==> config.mk <==
export PLATFORM = sky130hd
export DESIGN_NAME = spx_host_ctrl
export DESIGN_NICKNAME = d
export VERILOG_FILES = /design/src/verilog/spx_pkg.sv /design/src/verilog/spx_mem.sv /design/src/verilog/spx_host_ctrl.sv
export SDC_FILE = /design/constraint.sdc
export NUM_CORES = 2
export LEC_CHECK = 0
export BUFFER_PORTS_ARGS = -buffer_cell sky130_fd_sc_hd__buf_4
export CORE_MARGIN = 4
export CORE_UTILIZATION = 45
export DETAILED_ROUTE_END_ITERATION = 12
export PLACE_DENSITY = 0.62
export SLEW_MARGIN = 40
export SYNTH_ARGS = -nofsm -noshare
export SYNTH_HDL_FRONTEND = slang
export SYNTH_SLANG_ARGS = --single-unit
==> constraint.sdc <==
create_clock -name CORE_CLK -period 31.6 [get_ports CORE_CLK]
set_clock_uncertainty 0.1 [all_clocks]
set_input_delay 3.16 -clock CORE_CLK [delete_from_list [all_inputs] [get_ports CORE_CLK]]
set_output_delay 3.16 -clock CORE_CLK [all_outputs]
set_load 0.01 [all_outputs]
==> src/verilog/spx_pkg.sv <==
`default_nettype none
package spx_pkg;
	// ==============================
	// Register offsets (byte addresses)
	localparam logic [7:0] SPX_OFF_CTRL = 8'h00;
	localparam logic [7:0] SPX_OFF_MODE0 = 8'h04; // Ports 4..1, banks follow
	localparam logic [7:0] SPX_OFF_MODE3 = 8'h10; // Ports 16..13
	localparam logic [7:0] SPX_OFF_SPEED = 8'h14;
	localparam logic [7:0] SPX_OFF_STATUS = 8'h18;
	localparam logic [7:0] SPX_OFF_INDEX = 8'h1C;
	localparam logic [7:0] SPX_OFF_DATA = 8'h20;
	localparam logic [7:0] SPX_OFF_PERIOD = 8'h24;

	// ==============================
	// Field positions
	localparam int SPX_CTRL_START = 0;
	localparam int SPX_CTRL_TRIG = 1;
	localparam int SPX_CTRL_ADDR_LSB = 4;
	localparam int SPX_CTRL_CMD_LSB = 8;
	localparam int SPX_CTRL_CNT_LSB = 16;
	localparam int SPX_CTRL_REPS_LSB = 24;
	localparam int SPX_SPEED_SET = 31;
	localparam int SPX_ST_BUSY = 0;
	localparam int SPX_ST_IRQ = 1;
	localparam int SPX_ST_STALE = 2;
	localparam int SPX_ST_REFUSED = 3;
	localparam int SPX_ST_FAIL_LSB = 16;

	// ==============================
	// Bus addressing and command groups
	localparam logic [3:0] SPX_ADDR_MAX = 4'hE;
	localparam logic [3:0] SPX_ADDR_BCAST = 4'hF;
	localparam logic [7:0] SPX_CMD_MEAS_HI = 8'h45; // 69
	localparam logic [7:0] SPX_CMD_SRC_LO = 8'h46; // 70
	localparam logic [7:0] SPX_CMD_SRC_HI = 8'h55; // 85
	localparam logic [7:0] SPX_CMD_CFG_LO = 8'h56; // 86
	localparam logic [7:0] SPX_CMD_CFG_HI = 8'h5A; // 90
	localparam logic [7:0] SPX_CMD_MEAS_A = 8'h5B; // 91
	localparam logic [7:0] SPX_CMD_MEAS_B = 8'h5C; // 92
	localparam logic [7:0] SPX_CMD_SRC2_LO = 8'h5D; // 93
	localparam logic [7:0] SPX_CMD_SRC2_HI = 8'h62; // 98
	localparam logic [7:0] SPX_CMD_MEAS_C = 8'h63; // 99

	// ==============================
	// Frame layout
	localparam logic [6:0] SPX_HEAD_BITS = 7'd76; // 4 addr + 8 cmd + 64 mode
	localparam logic [6:0] SPX_VAL_BITS = 7'd32;
	localparam logic [1:0] SPX_RETRIES = 2'd3;

	// ==============================
	// Timing
	localparam int SPX_CLK_NS = 40;
	localparam int SPX_RES_NS = 8680; // Bit period resolution step
	localparam int SPX_DEF_NS = 26040; // Default bit period
	localparam int SPX_MAX_NS = 2200000; // Longest bit period
	localparam int SPX_Q_MUL = 72;
	localparam int SPX_Q_DIV = 625;
	localparam logic [23:0] SPX_STEP_CYC = 24'(SPX_RES_NS / SPX_CLK_NS);
	localparam logic [23:0] SPX_DEF_STEPS = 24'(SPX_DEF_NS / SPX_RES_NS);
	localparam logic [23:0] SPX_MIN_STEPS = 24'h000001;
	localparam logic [23:0] SPX_MAX_STEPS = 24'(SPX_MAX_NS / SPX_RES_NS);
	localparam longint SPX_STALE_US = 64'd15937500; // 15.9375 s
	localparam int unsigned SPX_STALE_CYC = 32'(SPX_STALE_US * 1000 / SPX_CLK_NS);

	// ==============================
	// Link phases
	typedef enum logic [2:0] {
		SPX_P_IDLE,
		SPX_P_GAP,
		SPX_P_HEAD,
		SPX_P_VAL,
		SPX_P_ACK
	} spx_phase_t;
endpackage
`default_nettype wire

==> src/verilog/spx_mem.sv <==
`timescale 1ns/10ps
`default_nettype none
// ==============================
// Value buffer, registered read
module spx_mem #(
	parameter int WIDTH = 32,
	parameter int DEPTH = 16,
	parameter int AW = 4
) (
	input wire logic clk,
	input wire logic we,
	input wire logic [AW-1:0] addr,
	input wire logic [WIDTH-1:0] wdata,
	output logic [WIDTH-1:0] rdata
);
	logic [WIDTH-1:0] mem [DEPTH]; // Storage words, no reset needed

	// Read before write, read data one cycle after address
	always_ff @(posedge clk) begin
		if (we) begin
			mem[addr] <= wdata;
		end
		rdata <= mem[addr];
	end
endmodule
`default_nettype wire

==> src/verilog/spx_host_ctrl.sv <==
`timescale 1ns/10ps
`default_nettype none
// Operation
// - Measurement commands return values, host accepts
// - Source commands carry host values to module
// - Mode fields zero except configuration commands
// - Four digits per bank, highest port first
// - Modules addressed 0..14; 15 broadcast only
// - Address increments per successive module
// - Status counter zeroed on success, else incremented
// - Programmable bit period, default, min, max
// - Setting zero gives minimum; none gives default
// - Period quantized INT(k*72/625) resolution steps
// - Request measurements more often than 15.9375 s
module spx_host_ctrl
	import spx_pkg::*;
#(
	parameter int unsigned STALE_CYCLES = SPX_STALE_CYC,
	parameter int DEPTH = 16
) (
	input wire logic CORE_CLK,
	input wire logic SYS_RST,
	input wire logic PSEL,
	input wire logic PENABLE,
	input wire logic PWRITE,
	input wire logic [7:0] PADDR,
	input wire logic [31:0] PWDATA,
	output logic [31:0] PRDATA,
	output logic PREADY,
	output logic PSLVERR,
	output logic LINK_CLK_OUT,
	output logic LINK_EN_OUT,
	output logic LINK_DATA_OUT,
	output logic LINK_DATA_OE,
	input wire logic LINK_DATA_IN,
	input wire logic LINK_IRQ_IN
);
	// ==============================
	// Command group decoding
	function automatic logic spx_is_meas(input logic [7:0] c);
		return (c != 8'h00 && c <= SPX_CMD_MEAS_HI) || c == SPX_CMD_MEAS_A ||
			c == SPX_CMD_MEAS_B || c == SPX_CMD_MEAS_C;
	endfunction

	function automatic logic spx_is_src(input logic [7:0] c);
		return (c >= SPX_CMD_SRC_LO && c <= SPX_CMD_SRC_HI) ||
			(c >= SPX_CMD_SRC2_LO && c <= SPX_CMD_SRC2_HI);
	endfunction

	function automatic logic spx_is_cfg(input logic [7:0] c);
		return c >= SPX_CMD_CFG_LO && c <= SPX_CMD_CFG_HI;
	endfunction

	// Bit period in core cycles from the speed setting
	function automatic logic [15:0] spx_period(input logic [15:0] k, input logic set);
		logic [23:0] steps;
		steps = ({8'h00, k} * 24'(SPX_Q_MUL)) / 24'(SPX_Q_DIV);
		if (!set) begin
			steps = SPX_DEF_STEPS;
		end else if (steps < SPX_MIN_STEPS) begin
			steps = SPX_MIN_STEPS;
		end else if (steps > SPX_MAX_STEPS) begin
			steps = SPX_MAX_STEPS;
		end
		return 16'(steps * SPX_STEP_CYC);
	endfunction

	// ==============================
	// State
	typedef struct packed {
		logic apb_ack; // Access phase answered next edge
		logic [31:0] prdata; // Read data held for the bus
		logic pslverr;
		logic [7:0] cmd; // Command code
		logic [3:0] addr; // First module_bus_address
		logic [4:0] cnt; // Values per module
		logic [3:0] reps; // Modules served by one command
		logic [63:0] mode; // Bank 3 in top bits
		logic [15:0] spd_k; // bus_bit_period_setting
		logic spd_set; // Setting given at all
		logic [3:0] idx; // Software buffer pointer
		logic refused; // Last start refused
		logic [15:0] fail_cnt; // Status counter
		logic [31:0] stale_cnt; // Time since last measurement
		logic irq_s1, irq_s2; // Interrupt line synchroniser
		logic din_s1, din_s2; // Data line synchroniser
		spx_phase_t phase;
		logic trig; // broadcast_trigger_op frame
		logic [15:0] period; // bit_period_value in cycles
		logic [15:0] tcnt; // Position inside a bit
		logic [75:0] sh; // Frame shifter, MSB first
		logic [6:0] bits; // Bits left in field
		logic [4:0] vals; // Values left in module
		logic [3:0] mods; // Modules left
		logic [3:0] cur; // Current bus address
		logic [3:0] base; // Buffer index of module start
		logic [3:0] maddr; // Link buffer pointer
		logic [1:0] retry;
		logic en, dout, doe, clk; // Link pin drivers
	} spx_state_t;

	spx_state_t st_reg, st_next;
	logic mem_we; // Buffer write strobe
	logic [3:0] mem_addr;
	logic [31:0] mem_wdata;
	logic [31:0] mem_q; // Buffer word at previous address

	spx_mem #(.WIDTH(32), .DEPTH(DEPTH), .AW(4)) u_mem (
		.clk(CORE_CLK),
		.we(mem_we),
		.addr(mem_addr),
		.wdata(mem_wdata),
		.rdata(mem_q)
	);

	// ==============================
	// Next-state logic
	always_comb begin
		logic busy;
		logic tick;
		logic acc;
		logic [75:0] shn;
		logic wr;
		busy = st_reg.phase != SPX_P_IDLE;
		tick = st_reg.tcnt == st_reg.period - 16'h0001;
		acc = PSEL && PENABLE;
		wr = acc && st_reg.apb_ack && PWRITE;
		shn = {st_reg.sh[74:0], st_reg.din_s2};
		st_next = st_reg;
		mem_we = 1'b0;
		mem_wdata = PWDATA;
		mem_addr = busy ? st_reg.maddr : st_reg.idx;

		// Pin synchronisers, second stage only is read
		st_next.irq_s1 = LINK_IRQ_IN;
		st_next.irq_s2 = st_reg.irq_s1;
		st_next.din_s1 = LINK_DATA_IN;
		st_next.din_s2 = st_reg.din_s1;

		// Staleness counter saturates
		if (st_reg.stale_cnt < STALE_CYCLES) begin
			st_next.stale_cnt = st_reg.stale_cnt + 32'h00000001;
		end

		// APB: one wait state, read data captured first cycle
		st_next.apb_ack = acc && !st_reg.apb_ack;
		if (acc && !st_reg.apb_ack) begin
			st_next.pslverr = 1'b0;
			st_next.prdata = 32'h00000000;
			unique case (PADDR)
				SPX_OFF_CTRL: st_next.prdata = {4'h0, st_reg.reps, 3'h0, st_reg.cnt,
					st_reg.cmd, st_reg.addr, 2'h0, st_reg.trig, 1'b0};
				SPX_OFF_SPEED: st_next.prdata = {st_reg.spd_set, 15'h0000, st_reg.spd_k};
				SPX_OFF_STATUS: st_next.prdata = {st_reg.fail_cnt, 12'h000, st_reg.refused,
					st_reg.stale_cnt >= STALE_CYCLES, st_reg.irq_s2, busy};
				SPX_OFF_INDEX: st_next.prdata = {28'h0000000, st_reg.idx};
				SPX_OFF_DATA: begin
					// Buffer belongs to the link while busy
					st_next.prdata = busy ? 32'h00000000 : mem_q;
					st_next.pslverr = busy;
				end
				SPX_OFF_PERIOD: st_next.prdata = {16'h0000, st_reg.period};
				default: begin
					if (PADDR >= SPX_OFF_MODE0 && PADDR <= SPX_OFF_MODE3 && PADDR[1:0] == 2'h0) begin
						st_next.prdata = {16'h0000, st_reg.mode[6'(PADDR[4:2] - 3'h1) * 16 +: 16]};
					end else begin
						st_next.pslverr = 1'b1; // Unmapped
					end
				end
			endcase
		end

		// Read side effect: DATA read advances pointer
		if (acc && st_reg.apb_ack && !PWRITE && PADDR == SPX_OFF_DATA && !busy) begin
			st_next.idx = st_reg.idx + 4'h1;
		end

		// Writes take effect at the answering edge
		if (wr) begin
			if (PADDR >= SPX_OFF_MODE0 && PADDR <= SPX_OFF_MODE3 && PADDR[1:0] == 2'h0 && !busy) begin
				st_next.mode[6'(PADDR[4:2] - 3'h1) * 16 +: 16] = PWDATA[15:0];
			end
			unique case (PADDR)
				SPX_OFF_SPEED: begin
					st_next.spd_k = PWDATA[15:0];
					st_next.spd_set = 1'b1;
					// Idle write shows the new period at once; a busy one waits for the next start
					if (!busy) begin
						st_next.period = spx_period(PWDATA[15:0], 1'b1);
					end
				end
				SPX_OFF_INDEX: st_next.idx = PWDATA[3:0];
				SPX_OFF_DATA: begin
					if (!busy) begin
						mem_we = 1'b1;
						st_next.idx = st_reg.idx + 4'h1;
					end
				end
				SPX_OFF_CTRL: begin
					if (!busy) begin
						st_next.cmd = PWDATA[SPX_CTRL_CMD_LSB +: 8];
						st_next.addr = PWDATA[SPX_CTRL_ADDR_LSB +: 4];
						st_next.cnt = PWDATA[SPX_CTRL_CNT_LSB +: 5];
						st_next.reps = PWDATA[SPX_CTRL_REPS_LSB +: 4];
						st_next.trig = PWDATA[SPX_CTRL_TRIG];
						if (PWDATA[SPX_CTRL_START]) begin
							st_next.mods = (PWDATA[SPX_CTRL_REPS_LSB +: 4] == 4'h0) ? 4'h1 :
								PWDATA[SPX_CTRL_REPS_LSB +: 4];
							// Whole address run must stay at 14 or below
							st_next.refused = !PWDATA[SPX_CTRL_TRIG] &&
								(5'(PWDATA[SPX_CTRL_ADDR_LSB +: 4]) + 5'(st_next.mods) - 5'h01 >
								5'(SPX_ADDR_MAX));
							if (!st_next.refused) begin
								st_next.phase = SPX_P_GAP;
								st_next.period = spx_period(st_reg.spd_k, st_reg.spd_set);
								st_next.tcnt = 16'h0000;
								st_next.cur = PWDATA[SPX_CTRL_TRIG] ? SPX_ADDR_BCAST :
									PWDATA[SPX_CTRL_ADDR_LSB +: 4];
								st_next.base = 4'h0;
								st_next.retry = 2'h0;
							end
						end
					end
				end
				default: ;
			endcase
		end

		// Bit timer runs while a frame sequence is active
		if (busy) begin
			st_next.tcnt = tick ? 16'h0000 : st_reg.tcnt + 16'h0001;
		end

		// Link sequencing
		unique case (st_reg.phase)
			SPX_P_IDLE: ;
			SPX_P_GAP: begin
				// One idle bit with enable low between frames
				if (tick) begin
					if (st_reg.mods == 4'h0) begin
						st_next.phase = SPX_P_IDLE;
					end else begin
						st_next.phase = SPX_P_HEAD;
						st_next.en = 1'b1;
						st_next.doe = 1'b1;
						st_next.bits = SPX_HEAD_BITS;
						st_next.vals = st_reg.cnt;
						st_next.maddr = st_reg.base;
						// Modes only with configuration commands
						st_next.sh = {st_reg.cur, st_reg.trig ? 8'h00 : st_reg.cmd,
							(spx_is_cfg(st_reg.cmd) && !st_reg.trig) ? st_reg.mode : 64'h0};
						st_next.dout = st_reg.cur[3];
					end
				end
			end
			SPX_P_HEAD, SPX_P_VAL: begin
				if (tick) begin
					st_next.sh = shn;
					st_next.bits = st_reg.bits - 7'h01;
					st_next.dout = shn[75];
					if (st_reg.phase == SPX_P_VAL && spx_is_meas(st_reg.cmd) && st_reg.bits == 7'h01) begin
						mem_we = 1'b1;
						mem_wdata = shn[31:0];
						st_next.maddr = st_reg.maddr + 4'h1;
					end
					if (st_reg.bits == 7'h01) begin
						if (st_reg.trig) begin
							// Broadcast has no responder
							st_next.mods = 4'h0;
							st_next.phase = SPX_P_GAP;
							st_next.en = 1'b0;
							st_next.doe = 1'b0;
						end else if (st_next.vals != 5'h00) begin
							st_next.phase = SPX_P_VAL;
							st_next.vals = st_reg.vals - 5'h01;
							st_next.bits = SPX_VAL_BITS;
							st_next.doe = spx_is_src(st_reg.cmd);
							if (spx_is_src(st_reg.cmd)) begin
								st_next.sh = {mem_q, 44'h0};
								st_next.dout = mem_q[31];
								st_next.maddr = st_reg.maddr + 4'h1;
							end
						end else begin
							st_next.phase = SPX_P_ACK;
							st_next.doe = 1'b0;
						end
					end
				end
			end
			SPX_P_ACK: begin
				// Device answers high for a good exchange
				if (tick) begin
					st_next.phase = SPX_P_GAP;
					st_next.en = 1'b0;
					if (st_reg.din_s2 || st_reg.retry == SPX_RETRIES) begin
						st_next.fail_cnt = st_reg.din_s2 ? 16'h0000 :
							((st_reg.fail_cnt == 16'hFFFF) ? st_reg.fail_cnt :
							st_reg.fail_cnt + 16'h0001);
						if (st_reg.din_s2 && spx_is_meas(st_reg.cmd)) begin
							st_next.stale_cnt = 32'h00000000;
						end
						st_next.mods = st_reg.mods - 4'h1;
						st_next.cur = st_reg.cur + 4'h1;
						st_next.base = st_reg.maddr;
						st_next.retry = 2'h0;
					end else begin
						st_next.retry = st_reg.retry + 2'h1;
					end
				end
			end
			default: st_next.phase = SPX_P_IDLE;
		endcase

		// Link clock high in second half of each header, value and ack bit; low through gap bits
		st_next.clk = (st_next.phase == SPX_P_HEAD || st_next.phase == SPX_P_VAL ||
			st_next.phase == SPX_P_ACK) && (st_next.tcnt >= {1'b0, st_next.period[15:1]});
	end

	// ==============================
	// State register, synchronous reset
	always_ff @(posedge CORE_CLK) begin
		if (SYS_RST) begin
			st_reg <= '0;
			st_reg.phase <= SPX_P_IDLE;
			st_reg.period <= 16'(SPX_DEF_STEPS * SPX_STEP_CYC);
		end else begin
			st_reg <= st_next;
		end
	end

	// ==============================
	// Outputs
	assign PRDATA = st_reg.prdata;
	assign PREADY = st_reg.apb_ack;
	assign PSLVERR = st_reg.pslverr && st_reg.apb_ack;
	assign LINK_CLK_OUT = st_reg.clk;
	assign LINK_EN_OUT = st_reg.en;
	assign LINK_DATA_OUT = st_reg.dout;
	assign LINK_DATA_OE = st_reg.doe;
endmodule
`default_nettype wire

==> results.md <==
- Status: complete, no violations
- Synth async-reset ratio: 0
- Final setup viols: 0
- Crit start category: input port
- Core area: approximately 120000 um^2
- CP arrival: between 20 and 25 ns
- Main synth FF type: edfxtp_1
- Worst Path Buf+Inv: 7
- Post-synthesis xor/xnor area fraction: 0.0384
- Via count: between 40000 and 50000
- First DRT Iteration DRCs: approximately 4800
- Area Growth Syn to Fin: 10.0%
- Most instantiated cells after synthesis: nand2_1, edfxtp_1, nor2_1, dfxtp_1, a21oi_1
- RePlAce Congestion: 0.920
- CTS resizes: 0
- Slew HR: 0.405
- Skew-Pair Late Insertion Delay: approximately 0.66 ns
- Yosys top cell area share: 0.285
- Min-delay worst type: reg -> reg
- GRT Util Overall: 0.253
- Hold-fix buffers, CTS: 0
- Max Cap Violations: 0
- Min Tclk post-route: around 24 ns
- DRC viols: 0
- Initial antenna violation count: 8
- Final hold vios: 0
- Crit Path Class: in -> reg
- Max clock buf depth: 3
- Family with the most delay on the worst path: compound AO/OA/AOI/OAI gates
- CTS tree: built
- H-tree depth: 3
- First-pass GRT wire length: 252000 um
- CTS Sinks: between 800 and 900
- Min-Delay Endpoint: st_reg[179]
- Synth Area in Compound Gates: 0.191
- RSZ-0062 raised after global routing: no
- Period utilization: 0.773
- # rows: about 130
- Chip Width: 354 um
- Number of flip-flops in the largest register: about 510
- Worst r2r src: st_reg[205]
- Post-Syn Area: between 50000 and 60000 um^2
- Synthesized instance count: about 5400
- Antenna violation net count after detailed routing: 0
- CP max-delay cell: o21ai_1
- Number of enable flip-flop cells after synthesis: between 500 and 600
- #FFs+latches synth: 882
- Number of fill cells: 10900
- Vias per inst: ~6.2
- Largest net degree at the start of global routing: between 150 and 200
- Dominant cells by area after synthesis: edfxtp_1, dfxtp_1, mux4_2
- Clock Pin Slew Worst Setup and Hold Paths: 0.06 ns
- Simple-gate share of the synthesized area: 0.169
- Top-count cell post-synth: nand2_1
- Share of layout cells above drive strength 1: 0.132
- Crit path capture type: register
- Post-DP HPWL: between 100000 and 150000 um
- Routed WL: around 160000 um
- Crit path max fanout: 19
- Worst Reg-to-Reg Cells: just over 80
- Post-CTS Setup Inserts: 0
- Fin Setup TNS: 0 ns
- Area leader, netlist: edfxtp_1
- First drt pass iteration count: 6
- WL/cell: ~23 um
- Nets: ~5600
- Worst R2R End: LINK_CLK_OUT
- Register area share after synthesis: 0.422
- FMAX: 0.0409 GHz
- Synth warnings: 0
- HP Start: st_reg[179]
- Slowest stage delay, CP: around 0.69 ns
- Hold depth: 2
- Mux contribution to synthesized area: 0.0766
- Clk root buf: clkbuf_16
- Flop-to-flop setup slack: 8.45 ns
- Port Buffer Count: 84
- Syn avg cell area: around 10 um^2
- Worst-margin pin slew: ~0.88 ns
- Critical Path RT: around 32 ns
- GR Overflow Total: 0
- Final-report max-slew violation count: 0
- TritonCTS buffer count: 94
- Die ar.: approximately 130000 um^2
- I/O pin cnt: 85
- Die height: ~350 um
- Vias in the first global route: between 40000 and 50000
- Library cells used by synthesis: ~150
- Largest family of logic cells by synthesized area: compound AO/OA/AOI/OAI gates
- Initial Utilization: 0.456
- WHS: 0.326 ns
- Adder-cell share of the synthesized area: 0.0621
-- through the flow --
stage	cells	util	setup WS [ns]	cell area (um^2)
after floorplan	5447	-	9.93	54100
after global placement	6865	0.472	7.05	56000
after detailed placement	6868	0.473	6.73	56100
after CTS	7045	0.500	7.36	59300
after global routing	7049	0.501	5.43	59400
final	7051	0.501	7.16	59400
-- logic make-up after synthesis --
kind of cell,after synthesis
simple gates,1882
compound gates,1416
flops,882
buf+inv,531
mux,244
fa+ha+maj,237
xor+xnor,229
other cells,1
-- metal layers --
metal | wire [um] | global-route usage | share of wire | vias up
li1 | - | - | - | 20400
met1 | 70600 | 0.353 | 0.43 | 21500
met2 | 75900 | 0.408 | 0.46 | 1649
met3 | 11500 | 0.0354 | 0.070 | 288
met4 | 5450 | 0.0823 | 0.033 | 6
met5 | 84 | 0 | 0.00051 | -
-- how the worst max path moves through the flow --
stage | start | to | slack (ns) | cells past startpoint
2_1_floorplan | PWDATA[1] | LINK_CLK_OUT | 9.93 | 85
3_3_place_gp | PWDATA[1] | LINK_CLK_OUT | 7.05 | 79
3_5_place_dp | PWDATA[1] | LINK_CLK_OUT | 6.73 | 79
4_1_cts | PWDATA[1] | LINK_CLK_OUT | 7.36 | 79
5_1_grt | PWDATA[1] | LINK_CLK_OUT | 5.43 | 80
6_report | PWDATA[1] | LINK_CLK_OUT | 7.16 | 79
-- worst reg2reg max path: cells and delay by family, from the launching register on --
family	cells	cell delay, ns
XOR/XNOR	3	1.08
adder cells (fa/ha/maj)	11	3.92
AND/OR/NAND/NOR	16	3.47
flip-flops	1	0.76
buffers and inverters	10	1.00
multiplexers	1	0.59
AO/OA/AOI/OAI	42	12.09
-- placed cells by master, fill, tap and decap left out, types with 44 or more instances in the layout --
cell type,instances
a21o_1,52
clkbuf_16,96
xnor2_1,141
a31oi_1,80
a211oi_1,100
ha_1,180
a21oi_1,326
edfxtp_1,512
o21ai_0,161
a221oi_1,108
nand2_1,520
buf_4,140
inv_1,200
and3_1,49
nand4_1,60
nor3_1,188
fa_1,53
nand2b_1,47
mux4_2,128
nand3_1,189
dfxtp_1,370
and2_1,75
nor2b_1,44
nor2_1,446
mux2_2,62
mux2i_1,47
xor2_1,77
-- final cells by class --
cell class              count  area (um^2)  share of cell area
clock buffers             133         2760              0.0465
multi-input cells        4034        29500               0.496
well taps                1600         2000              0.0337
inverters                 203          762              0.0128
diodes                      3         7.51            0.000126
repair buffers            152         1250              0.0211
flip-flops and latches    882        22800               0.383
clock inverters            44          404             0.00680
Power is left out: the tool's default activity adds up to more than one toggle a clock period on the data nets, which glitch-free logic cannot reach.
